## config.mk

```make
export PLATFORM = sky130hd
export DESIGN_NAME = sac_control
export DESIGN_NICKNAME = d
export VERILOG_FILES = /design/src/sac_sequencer.v /design/src/sac_control.v
export VERILOG_INCLUDE_DIRS = /design/src
export SDC_FILE = /design/constraint.sdc
export NUM_CORES = 1
export LEC_CHECK = 0
export ABC_AREA = 1
export BUFFER_PORTS_ARGS = -buffer_cell sky130_fd_sc_hd__buf_2
export CAP_MARGIN = 25
export CORE_MARGIN = 2
export CORE_UTILIZATION = 50
export CTS_BUF_LIST = sky130_fd_sc_hd__clkbuf_2
export CTS_CLUSTER_DIAMETER = 80
export DETAILED_ROUTE_END_ITERATION = 6
export PLACE_DENSITY = 0.68
export SYNTH_ARGS = -nofsm -noshare
export SYNTH_HDL_FRONTEND = slang
export SYNTH_HIERARCHICAL = 1
export SYNTH_SLANG_ARGS = --single-unit
```

## constraint.sdc

```tcl
create_clock -name sys_clk -period 3.1 [get_ports sys_clk]
set_clock_uncertainty 0.1 [all_clocks]
set_input_delay 0.62 -clock sys_clk [delete_from_list [all_inputs] [get_ports sys_clk]]
set_output_delay 0.62 -clock sys_clk [all_outputs]
set_load 0.005 [all_outputs]
```

## src/sac_defs.vh

```
// shared constants for the stack addressing and sample control block
`ifndef SAC_DEFS_VH
`define SAC_DEFS_VH
`define SAC_AW 8
`define SAC_DW 16
`define SAC_A_PART_CONFIG 8'h00
`define SAC_A_PART_CONTROL 8'h01
`define SAC_A_NODE_ID 8'h02
`define SAC_A_BALANCE_CONFIG 8'h03
`define SAC_A_BALANCE_ENABLE 8'h04
`define SAC_A_SAMPLE_REPEAT 8'h05
`define SAC_A_CELL_CHAN 8'h06
`define SAC_A_AUX_CHAN 8'h07
`define SAC_A_FAULT_MASK 8'h08
`define SAC_A_FAULT_STATUS 8'h09
`define SAC_A_GAIN_CORR 8'h0A
`define SAC_A_OFFSET_CORR 8'h0B
`define SAC_A_UART_CONFIG 8'h0C
`define SAC_A_GPIO_CONFIG 8'h0D
`define SAC_A_SEQ_STATUS 8'h0E
`define SAC_A_MONITOR 8'h0F
`define SAC_B_ID_SOURCE 0
`define SAC_B_SELF_NUM 0
`define SAC_B_BAL_POLICY 0
`define SAC_B_ORDER 4
`define SAC_B_MON_EN 0
`define SAC_B_REQ 1
`define SAC_F_REPEAT 2:0
`define SAC_F_NODE 4:0
`define SAC_NODE_RESET 5'h00
`define SAC_REPEAT_RESET 3'h7
`define SAC_CELL_RESET 16'hFFFF
`define SAC_AUX_RESET 8'h00
`define SAC_FMASK_RESET 16'h0003
`define SAC_UART_RESET 16'h0001
`define SAC_GPIO_RESET 16'h0000
`define SAC_ZERO16 16'h0000
`define SAC_LOCK_NS 2000
`define SAC_CLK_NS 8
`define SAC_FIRST_NS 60000
`define SAC_LATER_NS 12600
`define SAC_MON_PERIOD 16'h03FF
`endif

```

## src/sac_sequencer.v

```verilog
// oversample channel sequencer
`timescale 1ns/100ps
`include "sac_defs.vh"
module sac_sequencer (
    input wire sys_clk,
    input wire srst,
    input wire start,
    input wire oversample_order,
    input wire [2:0] repeats,
    input wire [15:0] cell_en,
    input wire [7:0] aux_en,
    output reg busy,
    output reg [4:0] channel,
    output reg [2:0] pass,
    output reg sample_strobe
);
    localparam FIRST_CYC = (`SAC_FIRST_NS + `SAC_CLK_NS - 1) / `SAC_CLK_NS;
    localparam LATER_CYC = (`SAC_LATER_NS + `SAC_CLK_NS - 1) / `SAC_CLK_NS;
    localparam S_IDLE = 1'b0;
    localparam S_RUN = 1'b1;
    reg state;
    reg [12:0] timer;
    reg first;
    wire [23:0] en = {aux_en, cell_en};
    // next enabled channel above c, 5'h1F if none
    function [4:0] next_chan;
        input [4:0] c;
        input [23:0] m;
        integer i;
        begin
            next_chan = 5'h1F;
            for (i = 23; i >= 0; i = i - 1) begin
                if (m[i] && (i > c)) begin
                    next_chan = i[4:0];
                end
            end
        end
    endfunction
    wire [4:0] first_chan = m0(en);
    function [4:0] m0;
        input [23:0] m;
        integer i;
        begin
            m0 = 5'h1F;
            for (i = 23; i >= 0; i = i - 1) begin
                if (m[i]) begin
                    m0 = i[4:0];
                end
            end
        end
    endfunction
    wire [4:0] nc = next_chan(channel, en);
    always @(posedge sys_clk) begin
        if (srst) begin
            state <= S_IDLE;
            busy <= 1'b0;
            channel <= 5'h00;
            pass <= 3'h0;
            timer <= 13'h0000;
            first <= 1'b0;
            sample_strobe <= 1'b0;
        end else begin
            sample_strobe <= 1'b0;
            case (state)
                S_IDLE: begin
                    if (start && first_chan != 5'h1F) begin
                        state <= S_RUN;
                        busy <= 1'b1;
                        channel <= first_chan;
                        pass <= 3'h0;
                        first <= 1'b1;
                        timer <= FIRST_CYC[12:0];
                    end
                end
                S_RUN: begin
                    if (timer > 13'h0001) begin
                        timer <= timer - 13'h0001;
                    end else begin
                        sample_strobe <= 1'b1;
                        first <= 1'b0;
                        timer <= LATER_CYC[12:0];
                        if (!oversample_order) begin
                            // all repeats of one channel first
                            if (pass != repeats) begin
                                pass <= pass + 3'h1;
                            end else if (nc != 5'h1F) begin
                                pass <= 3'h0;
                                channel <= nc;
                            end else begin
                                state <= S_IDLE;
                                busy <= 1'b0;
                            end
                        end else begin
                            // sweep all channels, then repeat
                            if (nc != 5'h1F) begin
                                channel <= nc;
                            end else if (pass != repeats) begin
                                pass <= pass + 3'h1;
                                channel <= first_chan;
                            end else begin
                                state <= S_IDLE;
                                busy <= 1'b0;
                            end
                        end
                    end
                end
                default: state <= S_IDLE;
            endcase
        end
    end
endmodule // sac_sequencer

```

## src/sac_control.v

```verilog
// stack addressing, lockout, monitoring and defaults control
`timescale 1ns/100ps
`include "sac_defs.vh"
// Contract
// - trigger with id source 1 enters self-numbering
// - high-side transmit off for one frame
// - node id writable during self-numbering
// - node id write ignored otherwise
// - after frame, lock id, transmitter back
// - auto-monitor samples, never transmits
// - fault while balancing blocks writes 2us
// - order 0: all repeats per channel
// - order 1: sweep channels, repeat sweeps
// - order affects cell and aux only
// - shipped node id is zero
// - digital faults unmasked, cell faults masked
// - unmasked fault drives alarm and chain pair
// - default 8 samples, 60us then 12.6us
// - default all cells on, aux off
// - default no gain or offset correction
// - default uart enabled at 250 Kbaud
// - default gpio inputs, no pulls
// - reset reloads stored node id
// - id source 0 takes id from pins
module sac_control (
    input wire sys_clk,
    input wire srst,
    input wire [7:0] reg_addr,
    input wire [15:0] reg_wdata,
    input wire reg_wr,
    input wire reg_rd,
    output reg [15:0] reg_rdata,
    input wire frame_done,
    input wire [4:0] gpio_id_pins,
    input wire [4:0] stored_node_id,
    input wire [15:0] fault_events,
    input wire other_sample_req,
    output wire high_tx_enable,
    output reg alarm_n,
    output reg fault_chain_pair_p,
    output reg fault_chain_pair_n,
    output reg monitor_sample_tx,
    output wire [4:0] node_id,
    output wire [4:0] sample_channel,
    output wire sample_strobe,
    output wire sample_busy
);
    localparam LOCK_CYC = `SAC_LOCK_NS / `SAC_CLK_NS;
    reg [4:0] pin_s1;
    reg [4:0] pin_s2;
    reg [15:0] fev_s1;
    reg [15:0] fev_s2;
    reg frm_s1;
    reg frm_s2;
    reg frm_d;
    reg id_source;
    reg self_num;
    reg [4:0] node_id_field;
    reg balance_fault_policy;
    reg [15:0] balance_enable_mask;
    reg [2:0] repeat_cnt;
    reg oversample_order;
    reg [15:0] cell_voltage_channel;
    reg [7:0] aux_chan;
    reg [15:0] fault_mask;
    reg [15:0] fault_status;
    reg [15:0] gain_corr;
    reg [15:0] offset_corr;
    reg [15:0] uart_cfg;
    reg [15:0] gpio_cfg;
    reg mon_en;
    reg [15:0] mon_timer;
    reg [8:0] lock_cnt;
    reg load_pending;
    reg conv_start;
    wire frame_pulse = frm_s2 & ~frm_d;
    wire [15:0] new_fault = fev_s2 & ~fault_status;
    wire fault_hit = |(new_fault & ~fault_mask);
    wire locked = (lock_cnt != 9'h000);
    wire wr_ok = reg_wr & ~locked;
    wire [15:0] seq_cells = cell_voltage_channel;
    wire [2:0] seq_pass;
    wire [4:0] seq_chan;
    assign node_id = node_id_field;
    assign high_tx_enable = ~self_num;
    assign sample_channel = seq_chan;
    function is_addr;
        input [7:0] a;
        input [7:0] b;
        begin
            is_addr = (a == b);
        end
    endfunction
    always @(posedge sys_clk) begin
        if (srst) begin
            pin_s1 <= 5'h00;
            pin_s2 <= 5'h00;
            fev_s1 <= `SAC_ZERO16;
            fev_s2 <= `SAC_ZERO16;
            frm_s1 <= 1'b0;
            frm_s2 <= 1'b0;
            frm_d <= 1'b0;
        end else begin
            pin_s1 <= gpio_id_pins;
            pin_s2 <= pin_s1;
            fev_s1 <= fault_events;
            fev_s2 <= fev_s1;
            frm_s1 <= frame_done;
            frm_s2 <= frm_s1;
            frm_d <= frm_s2;
        end
    end
    always @(posedge sys_clk) begin
        if (srst) begin
            id_source <= 1'b1;
            self_num <= 1'b0;
            node_id_field <= `SAC_NODE_RESET;
            load_pending <= 1'b1;
            balance_fault_policy <= 1'b0;
            balance_enable_mask <= `SAC_ZERO16;
            repeat_cnt <= `SAC_REPEAT_RESET;
            oversample_order <= 1'b0;
            cell_voltage_channel <= `SAC_CELL_RESET;
            aux_chan <= `SAC_AUX_RESET;
            fault_mask <= `SAC_FMASK_RESET;
            gain_corr <= `SAC_ZERO16;
            offset_corr <= `SAC_ZERO16;
            uart_cfg <= `SAC_UART_RESET;
            gpio_cfg <= `SAC_GPIO_RESET;
            mon_en <= 1'b0;
        end else begin
            if (load_pending) begin
                load_pending <= 1'b0;
                // reload stored id, or pins when source is 0
                node_id_field <= id_source ? stored_node_id : pin_s2;
            end
            if (frame_pulse && self_num) begin
                self_num <= 1'b0;
            end
            if (wr_ok) begin
                if (is_addr(reg_addr, `SAC_A_PART_CONFIG)) begin
                    id_source <= reg_wdata[`SAC_B_ID_SOURCE];
                end else if (is_addr(reg_addr, `SAC_A_PART_CONTROL)) begin
                    if (reg_wdata[`SAC_B_SELF_NUM]) begin
                        if (id_source) begin
                            self_num <= 1'b1;
                        end else begin
                            node_id_field <= pin_s2;
                        end
                    end
                end else if (is_addr(reg_addr, `SAC_A_NODE_ID)) begin
                    if (self_num) begin
                        node_id_field <= reg_wdata[`SAC_F_NODE];
                    end
                end else if (is_addr(reg_addr, `SAC_A_BALANCE_CONFIG)) begin
                    balance_fault_policy <= reg_wdata[`SAC_B_BAL_POLICY];
                end else if (is_addr(reg_addr, `SAC_A_BALANCE_ENABLE)) begin
                    balance_enable_mask <= reg_wdata;
                end else if (is_addr(reg_addr, `SAC_A_SAMPLE_REPEAT)) begin
                    repeat_cnt <= reg_wdata[`SAC_F_REPEAT];
                    oversample_order <= reg_wdata[`SAC_B_ORDER];
                end else if (is_addr(reg_addr, `SAC_A_CELL_CHAN)) begin
                    cell_voltage_channel <= reg_wdata;
                end else if (is_addr(reg_addr, `SAC_A_AUX_CHAN)) begin
                    aux_chan <= reg_wdata[7:0];
                end else if (is_addr(reg_addr, `SAC_A_FAULT_MASK)) begin
                    fault_mask <= reg_wdata;
                end else if (is_addr(reg_addr, `SAC_A_GAIN_CORR)) begin
                    gain_corr <= reg_wdata;
                end else if (is_addr(reg_addr, `SAC_A_OFFSET_CORR)) begin
                    offset_corr <= reg_wdata;
                end else if (is_addr(reg_addr, `SAC_A_UART_CONFIG)) begin
                    uart_cfg <= reg_wdata;
                end else if (is_addr(reg_addr, `SAC_A_GPIO_CONFIG)) begin
                    gpio_cfg <= reg_wdata;
                end else if (is_addr(reg_addr, `SAC_A_MONITOR)) begin
                    mon_en <= reg_wdata[`SAC_B_MON_EN];
                end
            end
        end
    end
    // fault status: set wins over write-one-to-clear
    always @(posedge sys_clk) begin
        if (srst) begin
            fault_status <= `SAC_ZERO16;
            lock_cnt <= 9'h000;
            alarm_n <= 1'b1;
            fault_chain_pair_p <= 1'b0;
            fault_chain_pair_n <= 1'b1;
        end else begin
            if (wr_ok && is_addr(reg_addr, `SAC_A_FAULT_STATUS)) begin
                fault_status <= (fault_status & ~reg_wdata) | fev_s2;
            end else begin
                fault_status <= fault_status | fev_s2;
            end
            if (fault_hit && balance_fault_policy && (balance_enable_mask != `SAC_ZERO16)) begin
                lock_cnt <= LOCK_CYC[8:0];
            end else if (locked) begin
                lock_cnt <= lock_cnt - 9'h001;
            end
            alarm_n <= ~|(fault_status & ~fault_mask);
            fault_chain_pair_p <= |(fault_status & ~fault_mask);
            fault_chain_pair_n <= ~|(fault_status & ~fault_mask);
        end
    end
    // autonomous monitoring: periodic conversions, results kept local
    always @(posedge sys_clk) begin
        if (srst) begin
            mon_timer <= `SAC_ZERO16;
            conv_start <= 1'b0;
            monitor_sample_tx <= 1'b0;
        end else begin
            conv_start <= 1'b0;
            monitor_sample_tx <= 1'b0;
            if (mon_en) begin
                if (mon_timer == `SAC_ZERO16) begin
                    mon_timer <= `SAC_MON_PERIOD;
                    conv_start <= 1'b1;
                end else begin
                    mon_timer <= mon_timer - 16'h0001;
                end
            end else begin
                mon_timer <= `SAC_ZERO16;
                if (other_sample_req || (wr_ok && is_addr(reg_addr, `SAC_A_MONITOR)
                        && reg_wdata[`SAC_B_REQ])) begin
                    conv_start <= 1'b1;
                end
            end
        end
    end
    always @(posedge sys_clk) begin
        if (srst) begin
            reg_rdata <= `SAC_ZERO16;
        end else if (reg_rd) begin
            if (is_addr(reg_addr, `SAC_A_PART_CONFIG)) begin
                reg_rdata <= {15'h0000, id_source};
            end else if (is_addr(reg_addr, `SAC_A_PART_CONTROL)) begin
                reg_rdata <= {15'h0000, self_num};
            end else if (is_addr(reg_addr, `SAC_A_NODE_ID)) begin
                reg_rdata <= {11'h000, node_id_field};
            end else if (is_addr(reg_addr, `SAC_A_BALANCE_CONFIG)) begin
                reg_rdata <= {15'h0000, balance_fault_policy};
            end else if (is_addr(reg_addr, `SAC_A_BALANCE_ENABLE)) begin
                reg_rdata <= balance_enable_mask;
            end else if (is_addr(reg_addr, `SAC_A_SAMPLE_REPEAT)) begin
                reg_rdata <= {11'h000, oversample_order, 1'b0, repeat_cnt};
            end else if (is_addr(reg_addr, `SAC_A_CELL_CHAN)) begin
                reg_rdata <= cell_voltage_channel;
            end else if (is_addr(reg_addr, `SAC_A_AUX_CHAN)) begin
                reg_rdata <= {8'h00, aux_chan};
            end else if (is_addr(reg_addr, `SAC_A_FAULT_MASK)) begin
                reg_rdata <= fault_mask;
            end else if (is_addr(reg_addr, `SAC_A_FAULT_STATUS)) begin
                reg_rdata <= fault_status;
            end else if (is_addr(reg_addr, `SAC_A_GAIN_CORR)) begin
                reg_rdata <= gain_corr;
            end else if (is_addr(reg_addr, `SAC_A_OFFSET_CORR)) begin
                reg_rdata <= offset_corr;
            end else if (is_addr(reg_addr, `SAC_A_UART_CONFIG)) begin
                reg_rdata <= uart_cfg;
            end else if (is_addr(reg_addr, `SAC_A_GPIO_CONFIG)) begin
                reg_rdata <= gpio_cfg;
            end else if (is_addr(reg_addr, `SAC_A_SEQ_STATUS)) begin
                reg_rdata <= {7'h00, seq_pass, sample_busy, seq_chan};
            end else if (is_addr(reg_addr, `SAC_A_MONITOR)) begin
                reg_rdata <= {15'h0000, mon_en};
            end else begin
                reg_rdata <= `SAC_ZERO16;
            end
        end
    end
    // only cell and aux channels follow the order bit
    sac_sequencer u_seq (
        .sys_clk(sys_clk),
        .srst(srst),
        .start(conv_start),
        .oversample_order(oversample_order),
        .repeats(repeat_cnt),
        .cell_en(seq_cells),
        .aux_en(aux_chan),
        .busy(sample_busy),
        .channel(seq_chan),
        .pass(seq_pass),
        .sample_strobe(sample_strobe)
    );
endmodule // sac_control

```

## Yosys cells after proc, flatten, opt, wreduce, memory -nomap -nowiden

Cells that the tools add are included.

| word-level totals | value |
|---|---|
| flip-flop bits (word level) | 263 |
| bits of input ports | 56 |
| output and inout bits | 33 |
| word-level logic and storage cells | 302 |

| operators by class | value |
|---|---|
| add/subtract/negate cells | 4 |
| $lt $le $gt $ge | 24 |
| eq/ne operators | 27 |
| mux-type cells | 122 |
| bitwise logic cells | 29 |
| reduce and logical (&&, ||, !) cells | 58 |

Operators with widths:

| kind | number |
|---|---|
| $mux W16 | 15 |
| $mux W5 | 47 |
| $and A16 B16 Y16 | 4 |
| $eq A8 B4 Y1 const B | 8 |
| $mux W4 | 16 |
| $not A16 Y16 | 3 |
| $gt A4 B5 Y1 const A | 8 |
| $gt A5 B5 Y1 const A | 8 |
| $eq A8 B3 Y1 const B | 4 |
| $or A16 B16 Y16 | 2 |
| $reduce_or A16 Y1 | 2 |
| $logic_and A1 B1 Y1 | 30 |
| $mux W1 | 26 |
| $mux W13 | 2 |
| $pmux W13 S2 | 1 |
| $mux W3 | 7 |
| $gt A3 B5 Y1 const A | 4 |
| $not A1 Y1 | 18 |
| $eq A8 B2 Y1 const B | 2 |
| $logic_not A16 Y1 | 1 |
| $mux W8 | 2 |
| $reduce_bool A16 Y1 | 1 |
| $sub A16 B1 Y16 const B | 1 |
| $ne A3 B3 Y1 const B | 5 |
| other kinds (37) | 47 |

## Longest topological paths before layout

Gate-level depths: netlist of the first run.

| logic depth | value |
|---|---|
| depth after elaboration | 31 |
| depth in mapped cells | 31 |
| mapped depth without buffers | 31 |

## Cells and area by module

Netlist of the first run, hierarchy kept.

By module, submodules not included:

| module | instances | cells each | area an instance (µm²) | sequential area each (µm²) |
|---|---|---|---|---|
| sac_control | 1 | 1352 | 10247.3 | 4784.6 |
| sac_sequencer | 1 | 386 | 2242.2 | 480.5 |

## Worst setup path after synthesis of the first run

OpenSTA, ideal clock, no wires.

| timing | value |
|---|---|
| kind | flip-flop to flip-flop |
| start | reg u_seq.channel[4] |
| end | reg u_seq.busy |
| library setup time | 0.116 ns |
| data arrival time | 2.185 ns |
| required time | 2.884 ns |
| path slack | 0.698 ns |
| cell stages (with the launch flop) | 17 |
| buffers on the path | 1 |
| period minus slack after synthesis | 2.402 ns |
| cell sequence | dfxtp_1 -> buf_6 -> inv_1 -> a21oi_1 -> nor3_2 -> nor2_1 -> a21oi_1 -> nor2_1 -> nor2_1 -> nor2_1 -> nor2_1 -> o211ai_2 -> nor3b_4 -> nand4_4 -> or2_1 -> nand3_1 -> o21ai_1 |

| on the way | value |
|---|---|
| word-level cells in the longest chain between the ends | 28 |
| elaborated cells on any way between the ends | 72 |
| those cells by class | 23 x order compare; 2 x eq/ne; 23 x mux; 24 x reduce/logical |

Ends and longest elaborated chain:

| item | line | text |
|---|---|---|
| start: declaration | sac_sequencer.v:13 | `output reg [4:0] channel,` |
| start signal: assignment | sac_sequencer.v:69 | `channel <= first_chan;` |
| start signal: assignment | sac_sequencer.v:88 | `channel <= nc;` |
| start signal: assignment | sac_sequencer.v:96 | `channel <= nc;` |
| $gt A5 B5 Y1 | sac_sequencer.v:33 | `if (m[i] && (i > c)) begin` |
| $logic_and A1 B1 Y1 | sac_sequencer.v:33 |  |
| $mux W4 (8 in series) | sac_sequencer.v:33 |  |
| $mux W5 (14 in series) | sac_sequencer.v:33 |  |
| $mux W5 (*) | sac_sequencer.v:33 |  |
| $ne A5 B5 Y1 (*) | sac_sequencer.v:86, sac_sequencer.v:95 |  |
| $ne A2 B2 Y1 (no line) (*) | n/a |  |
| $reduce_and A4 Y1 (no line) (*) | n/a |  |
| end signal: assignment | sac_sequencer.v:56 | `busy <= 1'b0;` |
| end signal: assignment | sac_sequencer.v:91 | `busy <= 1'b0;` |
| end signal: assignment | sac_sequencer.v:102 | `busy <= 1'b0;` |
| end: declaration | sac_sequencer.v:12 | `output reg busy,` |

Every way passes the cells marked *; elsewhere a longest branch is shown, timed or not.
A chain may end at the register's enable or synchronous reset.

## Worst setup path after layout of the first run

Ends and elaborated chain as after synthesis.

==> metrics.yaml, run 1 <==
outcome: "complete, no violations"
hold_violations: 0
worstMarginPinSlew_ns: 0.696
period_share_pct: 90.6
grt_pass1_wl_mm: 61.8
worst-r2r-setup-slack_ns: 0.29
netlist_area_um2: 12500
drv_cap: 0
core_area_um2: 24400
synth.yosys.seq_area_share_pct: 42.2
drive_gt1_share_pct: 16.7
slowest_delay_ns: 0.46
initial_core_util_pct: 51.2
drt_first_pass_iters: 6
clock_sinks: 263
largest_net_degree_at_the_start_of_global_routing: 104
route.antenna.remaining_nets: 0
die-width_um: 162
synthesis.nets: 1799
crit_arrival_ns: 3.40
slew_headroom_pct: 53.5
yosys_warnings: 6
pwr_density_cell_nw_per_um2: 491
swShare_pct: 32.4
ioPinCount: 89
drt_iter0_markers: 1221
track_usage_pct: 30.3
cp-end-kind: "register"
ys_ff_latch: 263
synth-async-reset-ratio_pct: 0
crit_path_max_fanout: 8
rows: 57
route.vias.total: 12323
cts_tree: "yes"
antenna_found_initial: 2
grt_remaining_overflow: 0
maxSlewViolCount: 0
setup-tns-final_ns: 0
synth.distinct_cells: 59
power.share.sequential_pct: 51.6
number_of_global_route_vias_before_repair: 11724
detailed_place_hpwl_mm: 29.1
cp.required_ns: 3.69
rsz0062_at_grt: "false"
max_freq_mhz: 356
type_of_element_launching_the_critical_path: "register"
clkTransAtPathRegs_ns: 0.10
path_buf_inv: 4
p_switching_w: 0.00226
drt-wirelength-per-cell_um: 17.6
critical-path-top-delay-family: "simple AND/OR/NAND/NOR gates"
p_int_w: 0.00472
cts.root.buffer_cell: "sky130_fd_sc_hd__clkbuf_2"
wl_mm: 39.9
layout_min_cycle_time_ns: 2.81
worst_path_most_repeated_cell: "sky130_fd_sc_hd__inv_1"
gp_routability_congestion: 1.06
timing.hold.worst.class: "in -> reg"
post_synthesis_area_per_instance_um2: 7.19
synthToLayoutAreaGrowth_pct: 13.8
vias_per_cell: 5.43
cellLeakagePower_nw: 6.41
share_clk_of_total_power_pct: 33.0
nets: 1956
drc: 0
setup_viol_count_final: 0
timing.critical_path.cells: "buf_4 -> nor2_1 -> inv_1 -> nor3_1 -> inv_1 -> nand2_1 -> nor2_1 -> inv_1 -> nor3_1 -> nand2_1 -> nor3b_4 -> nand4_4 -> or2_1 -> nand3_1 -> o21ai_1"
timing_worst_setup_path_type: "reg -> reg"
share_comb_of_total_power_pct: 15.5
buffer_ports.inserted: 87
post-route-util_pct: 58.2
numCtsBuffers: 70
clk_latency_ns: 0.87
htree_num_levels: 3
synthCells: 1738
count_of_flip_flops_with_a_built_in_enable_after_synthesis: 0
design.die.area_um2: 26300
worst_ir_drop_vdd_mv: 0.312
die_height_um: 162
synth_ff_type: "sky130_fd_sc_hd__dfxtp_1"
cts.path.max_buffers: 3
cpMaxStageDelayCell: "sky130_fd_sc_hd__dfxtp_1"
-- state kept, by name, summed over array words and instances (netlist names), 13 cells and up --
name and cells:
balance_enable_mask 16, cell_voltage_channel 16, fault_mask 16, fault_status 16, fev_s1 16, fev_s2 16, gain_corr 16, gpio_cfg 16
mon_timer 16, offset_corr 16, reg_rdata 16, uart_cfg 16, u_seq/timer 13
-- power groups by stage --
stage	logic [W]	registers, W	clock network [W]
2_1_floorplan	0.000730	0.00364	0
3_3_place_gp	0.00102	0.00367	0
3_5_place_dp	0.00103	0.00367	0
4_1_cts	0.00107	0.00360	0.00237
5_1_grt	0.00120	0.00361	0.00255
6_report	0.00108	0.00360	0.00230
-- tightest hold or removal path: cells and delay by family --
| family | cells | cell delay (ns) |
|---|---|---|
| buf+inv | 1 | 0.17 |
| compound gates | 2 | 0.21 |
-- final timing paths --
kind,start,endpoint,cells after the start
hold / removal,reg_wdata[2],uart_cfg[2]$_SDFFE_PP0P_,3
hold reg to reg,fev_s1[5]$_SDFF_PP0_,fev_s2[5]$_SDFF_PP0_,2
setup / recovery,u_seq/channel[4]$_SDFFE_PP0P_,u_seq/busy$_SDFFE_PP0P_,15
setup reg to reg,u_seq/channel[4]$_SDFFE_PP0P_,u_seq/busy$_SDFFE_PP0P_,15
-- cell families (layout without fill, tap and decap cells) --
group | after synthesis | after routing | synth area share (%)
other | 1 | 4 | 0.0300
flip-flops | 263 | 263 | 42.2
adder cells (fa/ha/maj) | 5 | 5 | 0.501
AO/OA/AOI/OAI | 448 | 448 | 21.1
XOR/XNOR | 17 | 17 | 1.19
AND/OR/NAND/NOR | 664 | 664 | 24.2
buffers and inverters | 340 | 543 | 10.8
-- layout by cell type, fill, tap and decap left out, types with 3 or more instances in the layout --
master / netlist / final
sky130_fd_sc_hd__dfxtp_1: 263 / 261
sky130_fd_sc_hd__nor3_2: 4 / 4
sky130_fd_sc_hd__nor2_2: 17 / 17
sky130_fd_sc_hd__o21ai_0: 101 / 100
sky130_fd_sc_hd__xnor2_1: 9 / 9
sky130_fd_sc_hd__nand2_1: 299 / 299
sky130_fd_sc_hd__buf_12: 0 / 3
sky130_fd_sc_hd__inv_1: 254 / 253
sky130_fd_sc_hd__nor3_1: 30 / 30
sky130_fd_sc_hd__or2_1: 3 / 3
sky130_fd_sc_hd__buf_4: 8 / 23
sky130_fd_sc_hd__nand4_1: 16 / 16
sky130_fd_sc_hd__nand3_1: 56 / 56
sky130_fd_sc_hd__a211oi_1: 30 / 30
sky130_fd_sc_hd__a31oi_1: 5 / 5
sky130_fd_sc_hd__a211oi_2: 14 / 14
sky130_fd_sc_hd__nor2_1: 180 / 180
sky130_fd_sc_hd__buf_2: 13 / 86
sky130_fd_sc_hd__nor4_1: 14 / 14
sky130_fd_sc_hd__nand3b_1: 3 / 3
sky130_fd_sc_hd__nand2_2: 11 / 11
sky130_fd_sc_hd__clkinv_1: 1 / 15
sky130_fd_sc_hd__or2_2: 9 / 9
sky130_fd_sc_hd__clkinvlp_4: 0 / 4
sky130_fd_sc_hd__o211ai_1: 26 / 26
sky130_fd_sc_hd__diode_2: 0 / 3
sky130_fd_sc_hd__clkbuf_2: 0 / 96
sky130_fd_sc_hd__o22ai_1: 15 / 15
sky130_fd_sc_hd__dlygate4sd3_1: 0 / 35
sky130_fd_sc_hd__o221ai_1: 4 / 4
sky130_fd_sc_hd__nor2_4: 7 / 7
sky130_fd_sc_hd__xor2_1: 8 / 8
sky130_fd_sc_hd__inv_2: 22 / 23
sky130_fd_sc_hd__inv_6: 0 / 3
sky130_fd_sc_hd__o21ai_1: 56 / 57
sky130_fd_sc_hd__a21oi_1: 170 / 170
sky130_fd_sc_hd__ha_1: 5 / 5
sky130_fd_sc_hd__a221oi_1: 13 / 13
-- cell type report --
cell class / instances / area [um2]
fillers: 2439 / 10200
multi-input cells: 1135 / 5870
flip-flops and latches: 263 / 5270
inverters: 278 / 1040
repair buffers: 147 / 1010
clock buffers: 96 / 480
well taps: 324 / 405
clock inverters: 22 / 114
diodes: 3 / 7.51
-- metal layers --
metal / part of all wire [%] / vias to the layer above / track usage, %
li1: - / 6084 / -
met4: 4.3 / 0 / 14.8
met1: 41 / 5608 / 37.3
met2: 47 / 520 / 51.1
met5: 0 / - / 0
met3: 7.5 / 111 / 5.72
-- synth_stat cells, types with 3 or more instances --
cell type,instances,area share [%]
sky130_fd_sc_hd__a211oi_1,30,1.8
sky130_fd_sc_hd__a211oi_2,14,1.4
sky130_fd_sc_hd__a21oi_1,170,6.8
sky130_fd_sc_hd__a221oi_1,13,0.91
sky130_fd_sc_hd__a31oi_1,5,0.25
sky130_fd_sc_hd__buf_1,3,0.090
sky130_fd_sc_hd__buf_2,13,0.52
sky130_fd_sc_hd__buf_4,8,0.48
sky130_fd_sc_hd__buf_6,3,0.27
sky130_fd_sc_hd__clkbuf_1,34,1.0
sky130_fd_sc_hd__dfxtp_1,263,42
sky130_fd_sc_hd__ha_1,5,0.50
sky130_fd_sc_hd__inv_1,254,7.6
sky130_fd_sc_hd__inv_2,22,0.66
sky130_fd_sc_hd__nand2_1,299,9.0
sky130_fd_sc_hd__nand2_2,11,0.55
sky130_fd_sc_hd__nand3_1,56,2.2
sky130_fd_sc_hd__nand3b_1,3,0.18
sky130_fd_sc_hd__nand4_1,16,0.80
sky130_fd_sc_hd__nor2_1,180,5.4
sky130_fd_sc_hd__nor2_2,17,0.85
sky130_fd_sc_hd__nor2_4,7,0.63
sky130_fd_sc_hd__nor3_1,30,1.2
sky130_fd_sc_hd__nor3_2,4,0.32
sky130_fd_sc_hd__nor4_1,14,0.70
sky130_fd_sc_hd__o211ai_1,26,1.6
sky130_fd_sc_hd__o21ai_0,101,4.0
sky130_fd_sc_hd__o21ai_1,56,2.2
sky130_fd_sc_hd__o221ai_1,4,0.28
sky130_fd_sc_hd__o22ai_1,15,0.75
sky130_fd_sc_hd__or2_1,3,0.15
sky130_fd_sc_hd__or2_2,9,0.45
sky130_fd_sc_hd__xnor2_1,9,0.63
sky130_fd_sc_hd__xor2_1,8,0.56
-- repair_timing --
item | CTS | global route
buffers inserted | 0 | 0
endpoints found under the hold margin | 46 | 0
resized for setup | 0 | 3
setup endpoints to repair | 0 | 10
hold buffers | 35 | 0
-- per-stage QoR --
stage | setup slack (ns) | instances | instance area, um2 | total power [W] | hold WS [ns]
floorplan | 0.698 | 1738 | 12500 | 0.00437 | 0.288
global placement | 0.135 | 2112 | 13300 | 0.00469 | 0.289
detailed placement | 0.181 | 2112 | 13300 | 0.00470 | 0.295
CTS | 0.138 | 2265 | 14200 | 0.00703 | 0.0104
global route | 0.0244 | 2267 | 14200 | 0.00736 | 0.0215
finish | 0.291 | 2268 | 14200 | 0.00698 | 0.0489
Power figures use the tool's default switching activity.
==> run 2: changes to the inputs <==
--- a/config.mk
+++ b/config.mk
@@ -10,11 +10,11 @@
 export BUFFER_PORTS_ARGS = -buffer_cell sky130_fd_sc_hd__buf_2
 export CAP_MARGIN = 25
 export CORE_MARGIN = 2
-export CORE_UTILIZATION = 50
+export CORE_UTILIZATION = 35
 export CTS_BUF_LIST = sky130_fd_sc_hd__clkbuf_2
 export CTS_CLUSTER_DIAMETER = 80
 export DETAILED_ROUTE_END_ITERATION = 6
-export PLACE_DENSITY = 0.68
+export PLACE_DENSITY = 0.5
 export SYNTH_ARGS = -nofsm -noshare
 export SYNTH_HDL_FRONTEND = slang
 export SYNTH_HIERARCHICAL = 1
==> constraint.sdc (replaced) <==
create_clock -name sys_clk -period 2.95 [get_ports sys_clk]
set_clock_uncertainty 0.1 [all_clocks]
set_input_delay 0.59 -clock sys_clk [delete_from_list [all_inputs] [get_ports sys_clk]]
set_output_delay 0.59 -clock sys_clk [all_outputs]
set_load 0.005 [all_outputs]
==> metrics.yaml, run 2 (synthesis results as in run 1) <==
reg2reg_depth: 18  # +3
grt_remaining_overflow: 0  # unchanged
die-width_um: 193  # +19%
clk_latency_ns: 0.96  # +0.09 ns
layout_min_cycle_time_ns: 2.73  # -0.0819 ns
worst_ir_drop_vdd_mv: 0.311  # -0.44%
layout_commonest_cell: "sky130_fd_sc_hd__nand2_1"
cts_tree: "yes"
htree_num_levels: 3  # unchanged
number_of_global_route_vias_before_repair: 11626  # -0.84%
drv_cap: 0  # unchanged
die_height_um: 193  # +19%
crit_path_max_fanout: 5  # -3
clock_sinks: 263  # unchanged
numCtsBuffers: 74  # +5.7%
worstMarginPinSlew_ns: 0.724  # +0.0287 ns
route.antenna.remaining_nets: 0  # unchanged
rsz0062_at_grt: "true"
vias_per_cell: 5.04  # -7.3%
antenna_found_initial: 2  # unchanged
finalNonFillerCells: 2441  # +7.6%
drt_first_pass_iters: 6  # unchanged
maxSlewViolCount: 0  # unchanged
critical_register_to_register_path_startpoint: "aux_chan[5]$_SDFFE_PP0P_"
gp_routability_congestion: 0.981  # -7.1%
timing.hold.worst.class: "in -> reg"
design.die.area_um2: 37200  # +42%
setup_viol_count_final: 0  # unchanged
fillerInstances: 3867  # +59%
drt-wirelength-per-cell_um: 17.8  # +1.0%
holdPathStages: 5  # +2
layout.cells.most_common_list: "sky130_fd_sc_hd__nand2_1, sky130_fd_sc_hd__dfxtp_1, sky130_fd_sc_hd__inv_1"
drive_gt1_share_pct: 18.8  # +2.1 points
dp.cells: 2266  # +7.3%
cp.required_ns: 3.71  # +0.02 ns
largest_net_degree_at_the_start_of_global_routing: 67  # -36%
postLayoutCellArea_um2: 14800  # +3.9%
rows: 69  # +21%
track_usage_pct: 23.5  # -6.8 points
timing_worst_setup_path_type: "reg -> reg"
synthToLayoutAreaGrowth_pct: 18.2
crit_start: "aux_chan[5]$_SDFFE_PP0P_"
pwr_density_cell_nw_per_um2: 519  # +5.7%
buffer_ports.inserted: 87  # unchanged
nets: 1990  # +1.7%
cts.path.max_buffers: 3  # unchanged
placed_cell_area_um2: 13500  # +2.2%
outcome: "complete, no violations"
ioPinCount: 89  # unchanged
max_freq_mhz: 367  # +3.0%
area_occupied_by_multi_input_gates_um2: 5940  # +1.0%
setup-tns-final_ns: 0  # unchanged
hold_violations: 0  # unchanged
clkTransAtPathRegs_ns: 0.09  # about the same
initial_core_util_pct: 35.3  # -16 points
detailed_place_hpwl_mm: 32.2  # +11%
grt_pass1_wl_mm: 65.8  # +6.5%
period_share_pct: 92.4  # +1.8 points
cts.root.buffer_cell: "sky130_fd_sc_hd__clkbuf_2"
hold_path.startpoint: "stored_node_id[3]"
cp-end-kind: "register"
crit_arrival_ns: 3.49  # +0.09 ns
drt_iter0_markers: 805  # -34%
wl_mm: 43.3  # +8.7%
regArea_um2: 5290  # +0.33%
cellLeakagePower_nw: 6.61  # +3.1%
route.vias.total: 12298  # -0.20%
type_of_element_launching_the_critical_path: "register"
core_area_um2: 35400  # +45%
drc: 0  # unchanged
slew_headroom_pct: 51.6  # -1.9 points
==> run 2: cell count changes in the layout (fill, tap and decap cells not counted), sizes merged <==
| cell | before | now |
|---|---|---|
| clkinvlp | 4 | 1 |
| inv | 279 | 278 |
| clkinv | 17 | 12 |
| bufinv | 0 | 2 |
| buf | 112 | 135 |
| dlygate4sd3 | 35 | 42 |
| clkbuf | 96 | 109 |
==> run 2: stage by stage <==
step | hold slack (ns) | total power, W | worst slack [ns] | util [%]
finish | 0.0839 | 0.00766 | 0.223 | 41.7
detailed placement | 0.297 | 0.00498 | -0.154 | 38.3
CTS | 0.00995 | 0.00774 | 0.0219 | 41.3
global placement | 0.295 | 0.00497 | -0.122 | 38.3
floorplan | 0.288 | 0.00459 | 0.548 | -
global route | 0.0205 | 0.00815 | -0.0414 | 41.7
==> run 2: repair_timing <==
item / in CTS / in global routing
hold endpoints to repair: 72 / 0
endpoints found under the setup margin: 0 / 10
resized for setup: 0 / 29
hold buffers: 42 / 0
buffers inserted: 0 / 6
==> run 2: power by group <==
part           total (W)  switching, W  internal, W
sequential       0.00377     0.0000985      0.00368
clock            0.00270       0.00155      0.00115
combinational    0.00119      0.000776     0.000414
total            0.00766       0.00243      0.00524
==> run 2: layout make-up <==
cell class / instances / share of cell area [%]
Antenna cell: 3 / 0.0509
Clock buffer: 109 / 3.70
Clock inverter: 15 / 0.763
Inverter: 278 / 7.10
Multi-Input combinational cell: 1135 / 40.2
Sequential cell: 263 / 35.8
Tap cell: 461 / 3.91
Timing Repair Buffer: 177 / 8.45
==> run 2: layer usage <==
layer / track usage, % / share of wire, %
met2: 38.2 / 46
met4: 11.0 / 4.3
met1: 29.0 / 43
met5: 0 / 0
met3: 6.24 / 6.8
==> run 2: path summary, 6_finish.rpt <==
| kind | slack [ns] | endpoint |
|---|---|---|
| worst max-delay path | 0.22 | u_seq/channel[3]$_SDFFE_PP0P_ |
| worst min-delay path | 0.08 | node_id[3]$_SDFF_PP0_ |
| worst max register to register | 0.22 | u_seq/channel[3]$_SDFFE_PP0P_ |
| worst min register to register | 0.30 | fev_s2[14]$_SDFF_PP0_ |
==> run 2: worst max-delay path: stages (launching register included) <==
cell and delay, ns:
sky130_fd_sc_hd__dfxtp_2 0.42, sky130_fd_sc_hd__inv_1 0.10, sky130_fd_sc_hd__o21bai_4 0.18, sky130_fd_sc_hd__o21ai_0 0.28
sky130_fd_sc_hd__nand2_1 0.09, sky130_fd_sc_hd__a21oi_1 0.13, sky130_fd_sc_hd__nor2_1 0.06, sky130_fd_sc_hd__nor2_1 0.08
sky130_fd_sc_hd__nor2_1 0.05, sky130_fd_sc_hd__nor2_1 0.12, sky130_fd_sc_hd__o211ai_2 0.11, sky130_fd_sc_hd__nor3b_4 0.16
sky130_fd_sc_hd__buf_4 0.16, sky130_fd_sc_hd__nand4_4 0.12, sky130_fd_sc_hd__nand2_2 0.08, sky130_fd_sc_hd__nor2_4 0.15
sky130_fd_sc_hd__nand2_2 0.08, sky130_fd_sc_hd__nor2_4 0.11, sky130_fd_sc_hd__nor2_1 0.04
==> run 3: changes to the inputs <==
--- a/config.mk
+++ b/config.mk
@@ -10,11 +10,11 @@
 export BUFFER_PORTS_ARGS = -buffer_cell sky130_fd_sc_hd__buf_2
 export CAP_MARGIN = 25
 export CORE_MARGIN = 2
-export CORE_UTILIZATION = 35
+export CORE_UTILIZATION = 45
 export CTS_BUF_LIST = sky130_fd_sc_hd__clkbuf_2
 export CTS_CLUSTER_DIAMETER = 80
 export DETAILED_ROUTE_END_ITERATION = 6
-export PLACE_DENSITY = 0.5
+export PLACE_DENSITY = 0.61
 export SYNTH_ARGS = -nofsm -noshare
 export SYNTH_HDL_FRONTEND = slang
 export SYNTH_HIERARCHICAL = 1
==> metrics.yaml, run 3 (synthesis results as in run 1) <==
outcome: "complete, no violations"
synthToLayoutAreaGrowth_pct: 16.3
reg2reg_to: "u_seq/state$_SDFF_PP0_"
route.antenna.remaining_nets: 0  # unchanged
clkTransAtPathRegs_ns: 0.10  # about the same
dp.cells: 2173  # -4.1%
power.share.sequential_pct: 50.2  # +0.9 points
numCtsBuffers: 72  # -2.7%
layout.cells.most_common_list: "sky130_fd_sc_hd__nand2_1, sky130_fd_sc_hd__dfxtp_1, sky130_fd_sc_hd__inv_1"
nets: 1976  # -0.70%
cts.path.max_buffers: 3  # unchanged
drv_cap: 0  # unchanged
grt_remaining_overflow: 0  # unchanged
finalNonFillerCells: 2331  # -4.5%
cellLeakagePower_nw: 6.54  # -0.98%
largest_net_degree_at_the_start_of_global_routing: 94  # +40%
crit_arrival_ns: 3.29  # -0.20 ns
wl_mm: 40.3  # -6.9%
initial_core_util_pct: 46.1  # +11 points
share_comb_of_total_power_pct: 15.5  # about the same
layout_commonest_cell: "sky130_fd_sc_hd__nand2_1"
core_area_um2: 27100  # -23%
maxSlewViolCount: 0  # unchanged
crit_start: "u_seq/channel[3]$_SDFFE_PP0P_"
clock_sinks: 263  # unchanged
type_of_element_launching_the_critical_path: "register"
crit_path_max_fanout: 7  # +2
layout_min_cycle_time_ns: 2.71  # -0.0182 ns
route.vias.total: 12501  # +1.7%
number_of_global_route_vias_before_repair: 11652  # +0.22%
slowest_delay_ns: 0.39  # -0.03 ns
worst_path_most_repeated_cell: "sky130_fd_sc_hd__nor2_1"
hold_violations: 0  # unchanged
rows: 60  # -13%
track_usage_pct: 27.5  # +4.0 points
post_layout_worst_setup_margin_ns: 0.241  # +0.0182 ns
path_buf_inv: 3  # +1
grt_pass1_wl_mm: 62.4  # -5.2%
drt_first_pass_iters: 5  # -1
antenna_found_initial: 1  # -1
clk_latency_ns: 0.86  # -0.10 ns
die_height_um: 171  # -12%
detailedPlace.worstSlack_ns: 0.0153  # +0.169 ns
drive_gt1_share_pct: 18.3  # -0.53 points
rsz0062_at_grt: "true"
setup_viol_count_final: 0  # unchanged
die-width_um: 171  # -12%
max_freq_mhz: 369  # +0.67%
pwr_density_cell_nw_per_um2: 518  # -0.24%
critical-path-top-delay-family: "simple AND/OR/NAND/NOR gates"
p_int_w: 0.00517  # -1.3%
worstMarginPinSlew_ns: 0.833  # +0.109 ns
timing.critical_path.cells: "nor2_1 -> inv_1 -> nand2_1 -> o211ai_1 -> nand2_1 -> inv_1 -> nand2_1 -> a21oi_1 -> nor2_1 -> nor2_1 -> nor2_1 -> nor2_1 -> o211ai_2 -> nor3b_4 -> nand4_4 -> or2_1 -> nand3_1 -> inv_1"
p_switching_w: 0.00236  # -2.9%
buffer_ports.inserted: 87  # unchanged
cpMaxStageDelayCell: "sky130_fd_sc_hd__dfxtp_4"
swShare_pct: 31.3  # -0.35 points
hold_path.startpoint: "reg_wdata[0]"
htree_num_levels: 3  # unchanged
cp.required_ns: 3.53  # -0.18 ns
critical_register_to_register_path_startpoint: "u_seq/channel[3]$_SDFFE_PP0P_"
design.die.area_um2: 29100  # -22%
reg2reg_depth: 18  # unchanged
critical_path_cell_count: 18  # unchanged
drt-wirelength-per-cell_um: 17.3  # -2.5%
timing_worst_setup_path_type: "reg -> reg"
gp_routability_congestion: 0.935  # -4.8%
share_clk_of_total_power_pct: 34.3  # -0.9 points
slew_headroom_pct: 44.4  # -7.2 points
cts.root.buffer_cell: "sky130_fd_sc_hd__clkbuf_2"
ioPinCount: 89  # unchanged
cts_tree: "yes"
drc: 0  # unchanged
vias_per_cell: 5.36  # +6.4%
worst-r2r-setup-slack_ns: 0.24  # +0.02 ns
worst_ir_drop_vdd_mv: 0.315  # +1.3%
period_share_pct: 91.8  # -0.62 points
cp-end-kind: "register"
detailed_place_hpwl_mm: 29.7  # -7.7%
drt_iter0_markers: 878  # +9.1%
timing.hold.worst.class: "in -> reg"
setup.worst_path.end: "u_seq/state$_SDFF_PP0_"
==> run 3: cell count changes in the layout (fill, tap and decap cells not counted), sizes merged <==
cell and delta:
buf -7, diode -2, clkinv +2, dlygate4sd3 -6, clkbuf -8, clkinvlp -1
nor2 +1
==> run 3: worst register-to-register path, delay by kind of cell (launching register included) <==
family,cells,cell delay [ns]
buffers and inverters,3,0.19
AND/OR/NAND/NOR,12,1.62
AO/OA/AOI/OAI,3,0.33
flip-flops,1,0.39
==> run 3: metrics by stage <==
stage / util, % / setup TNS (ns) / power (W) / cell area, um2 / hold WS (ns)
final: 53.6 / 0 / 0.00752 / 14500 / 0.0476
after global routing: 53.6 / -0.0649 / 0.00792 / 14500 / 0.0358
after CTS: 53.3 / 0 / 0.00756 / 14400 / 0.00234
after detailed placement: 49.6 / 0 / 0.00496 / 13400 / 0.295
after global placement: 49.6 / 0 / 0.00494 / 13400 / 0.291
after floorplan: - / 0 / 0.00459 / 12500 / 0.288
==> run 3: area by class of cell <==
class | count | area (um2)
Tap cell | 372 | 465
Antenna cell | 1 | 2.50
Fill cell | 2734 | 12600
Clock inverter | 16 | 123
Timing Repair Buffer | 164 | 1180
Clock buffer | 101 | 505
Sequential cell | 263 | 5280
Multi-Input combinational cell | 1136 | 5930
Inverter | 278 | 1040
==> run 3: metal layers <==
metal  GRT usage [%]  wire length (um)  vias up
li1                -                 -     6099
met1            35.4             17500     5841
met2            45.3             18600      468
met3            4.51              2670       93
met4            12.7              1600        0
met5               0                 0        -
==> run 3: worst min path at each step <==
stage,endpoint,slack [ns],cells past startpoint
finish,repeat_cnt[0]$_SDFFE_PP1P_,0.05,3
global route,uart_cfg[1]$_SDFFE_PP0P_,0.04,3
CTS,repeat_cnt[0]$_SDFFE_PP1P_,0.002,3
detailed placement,pin_s2[1]$_SDFF_PP0_,0.30,2
global placement,fev_s2[7]$_SDFF_PP0_,0.29,2
floorplan,fev_s2[0]$_SDFF_PP0_,0.29,2
==> run 3: power by group through the flow <==
stage / combinational, W / sequential, W / clock (W)
floorplan: 0.000767 / 0.00383 / 0
global placement: 0.00109 / 0.00386 / 0
detailed placement: 0.00110 / 0.00386 / 0
CTS: 0.00114 / 0.00377 / 0.00265
global route: 0.00130 / 0.00380 / 0.00283
finish: 0.00117 / 0.00378 / 0.00258
==> run 3: repair_timing <==
action,4_1_cts,5_1_grt
endpoints found under the hold margin,45,0
setup endpoints to repair,0,12
buffers inserted,0,3
resized for setup,0,19
hold buffers,36,0
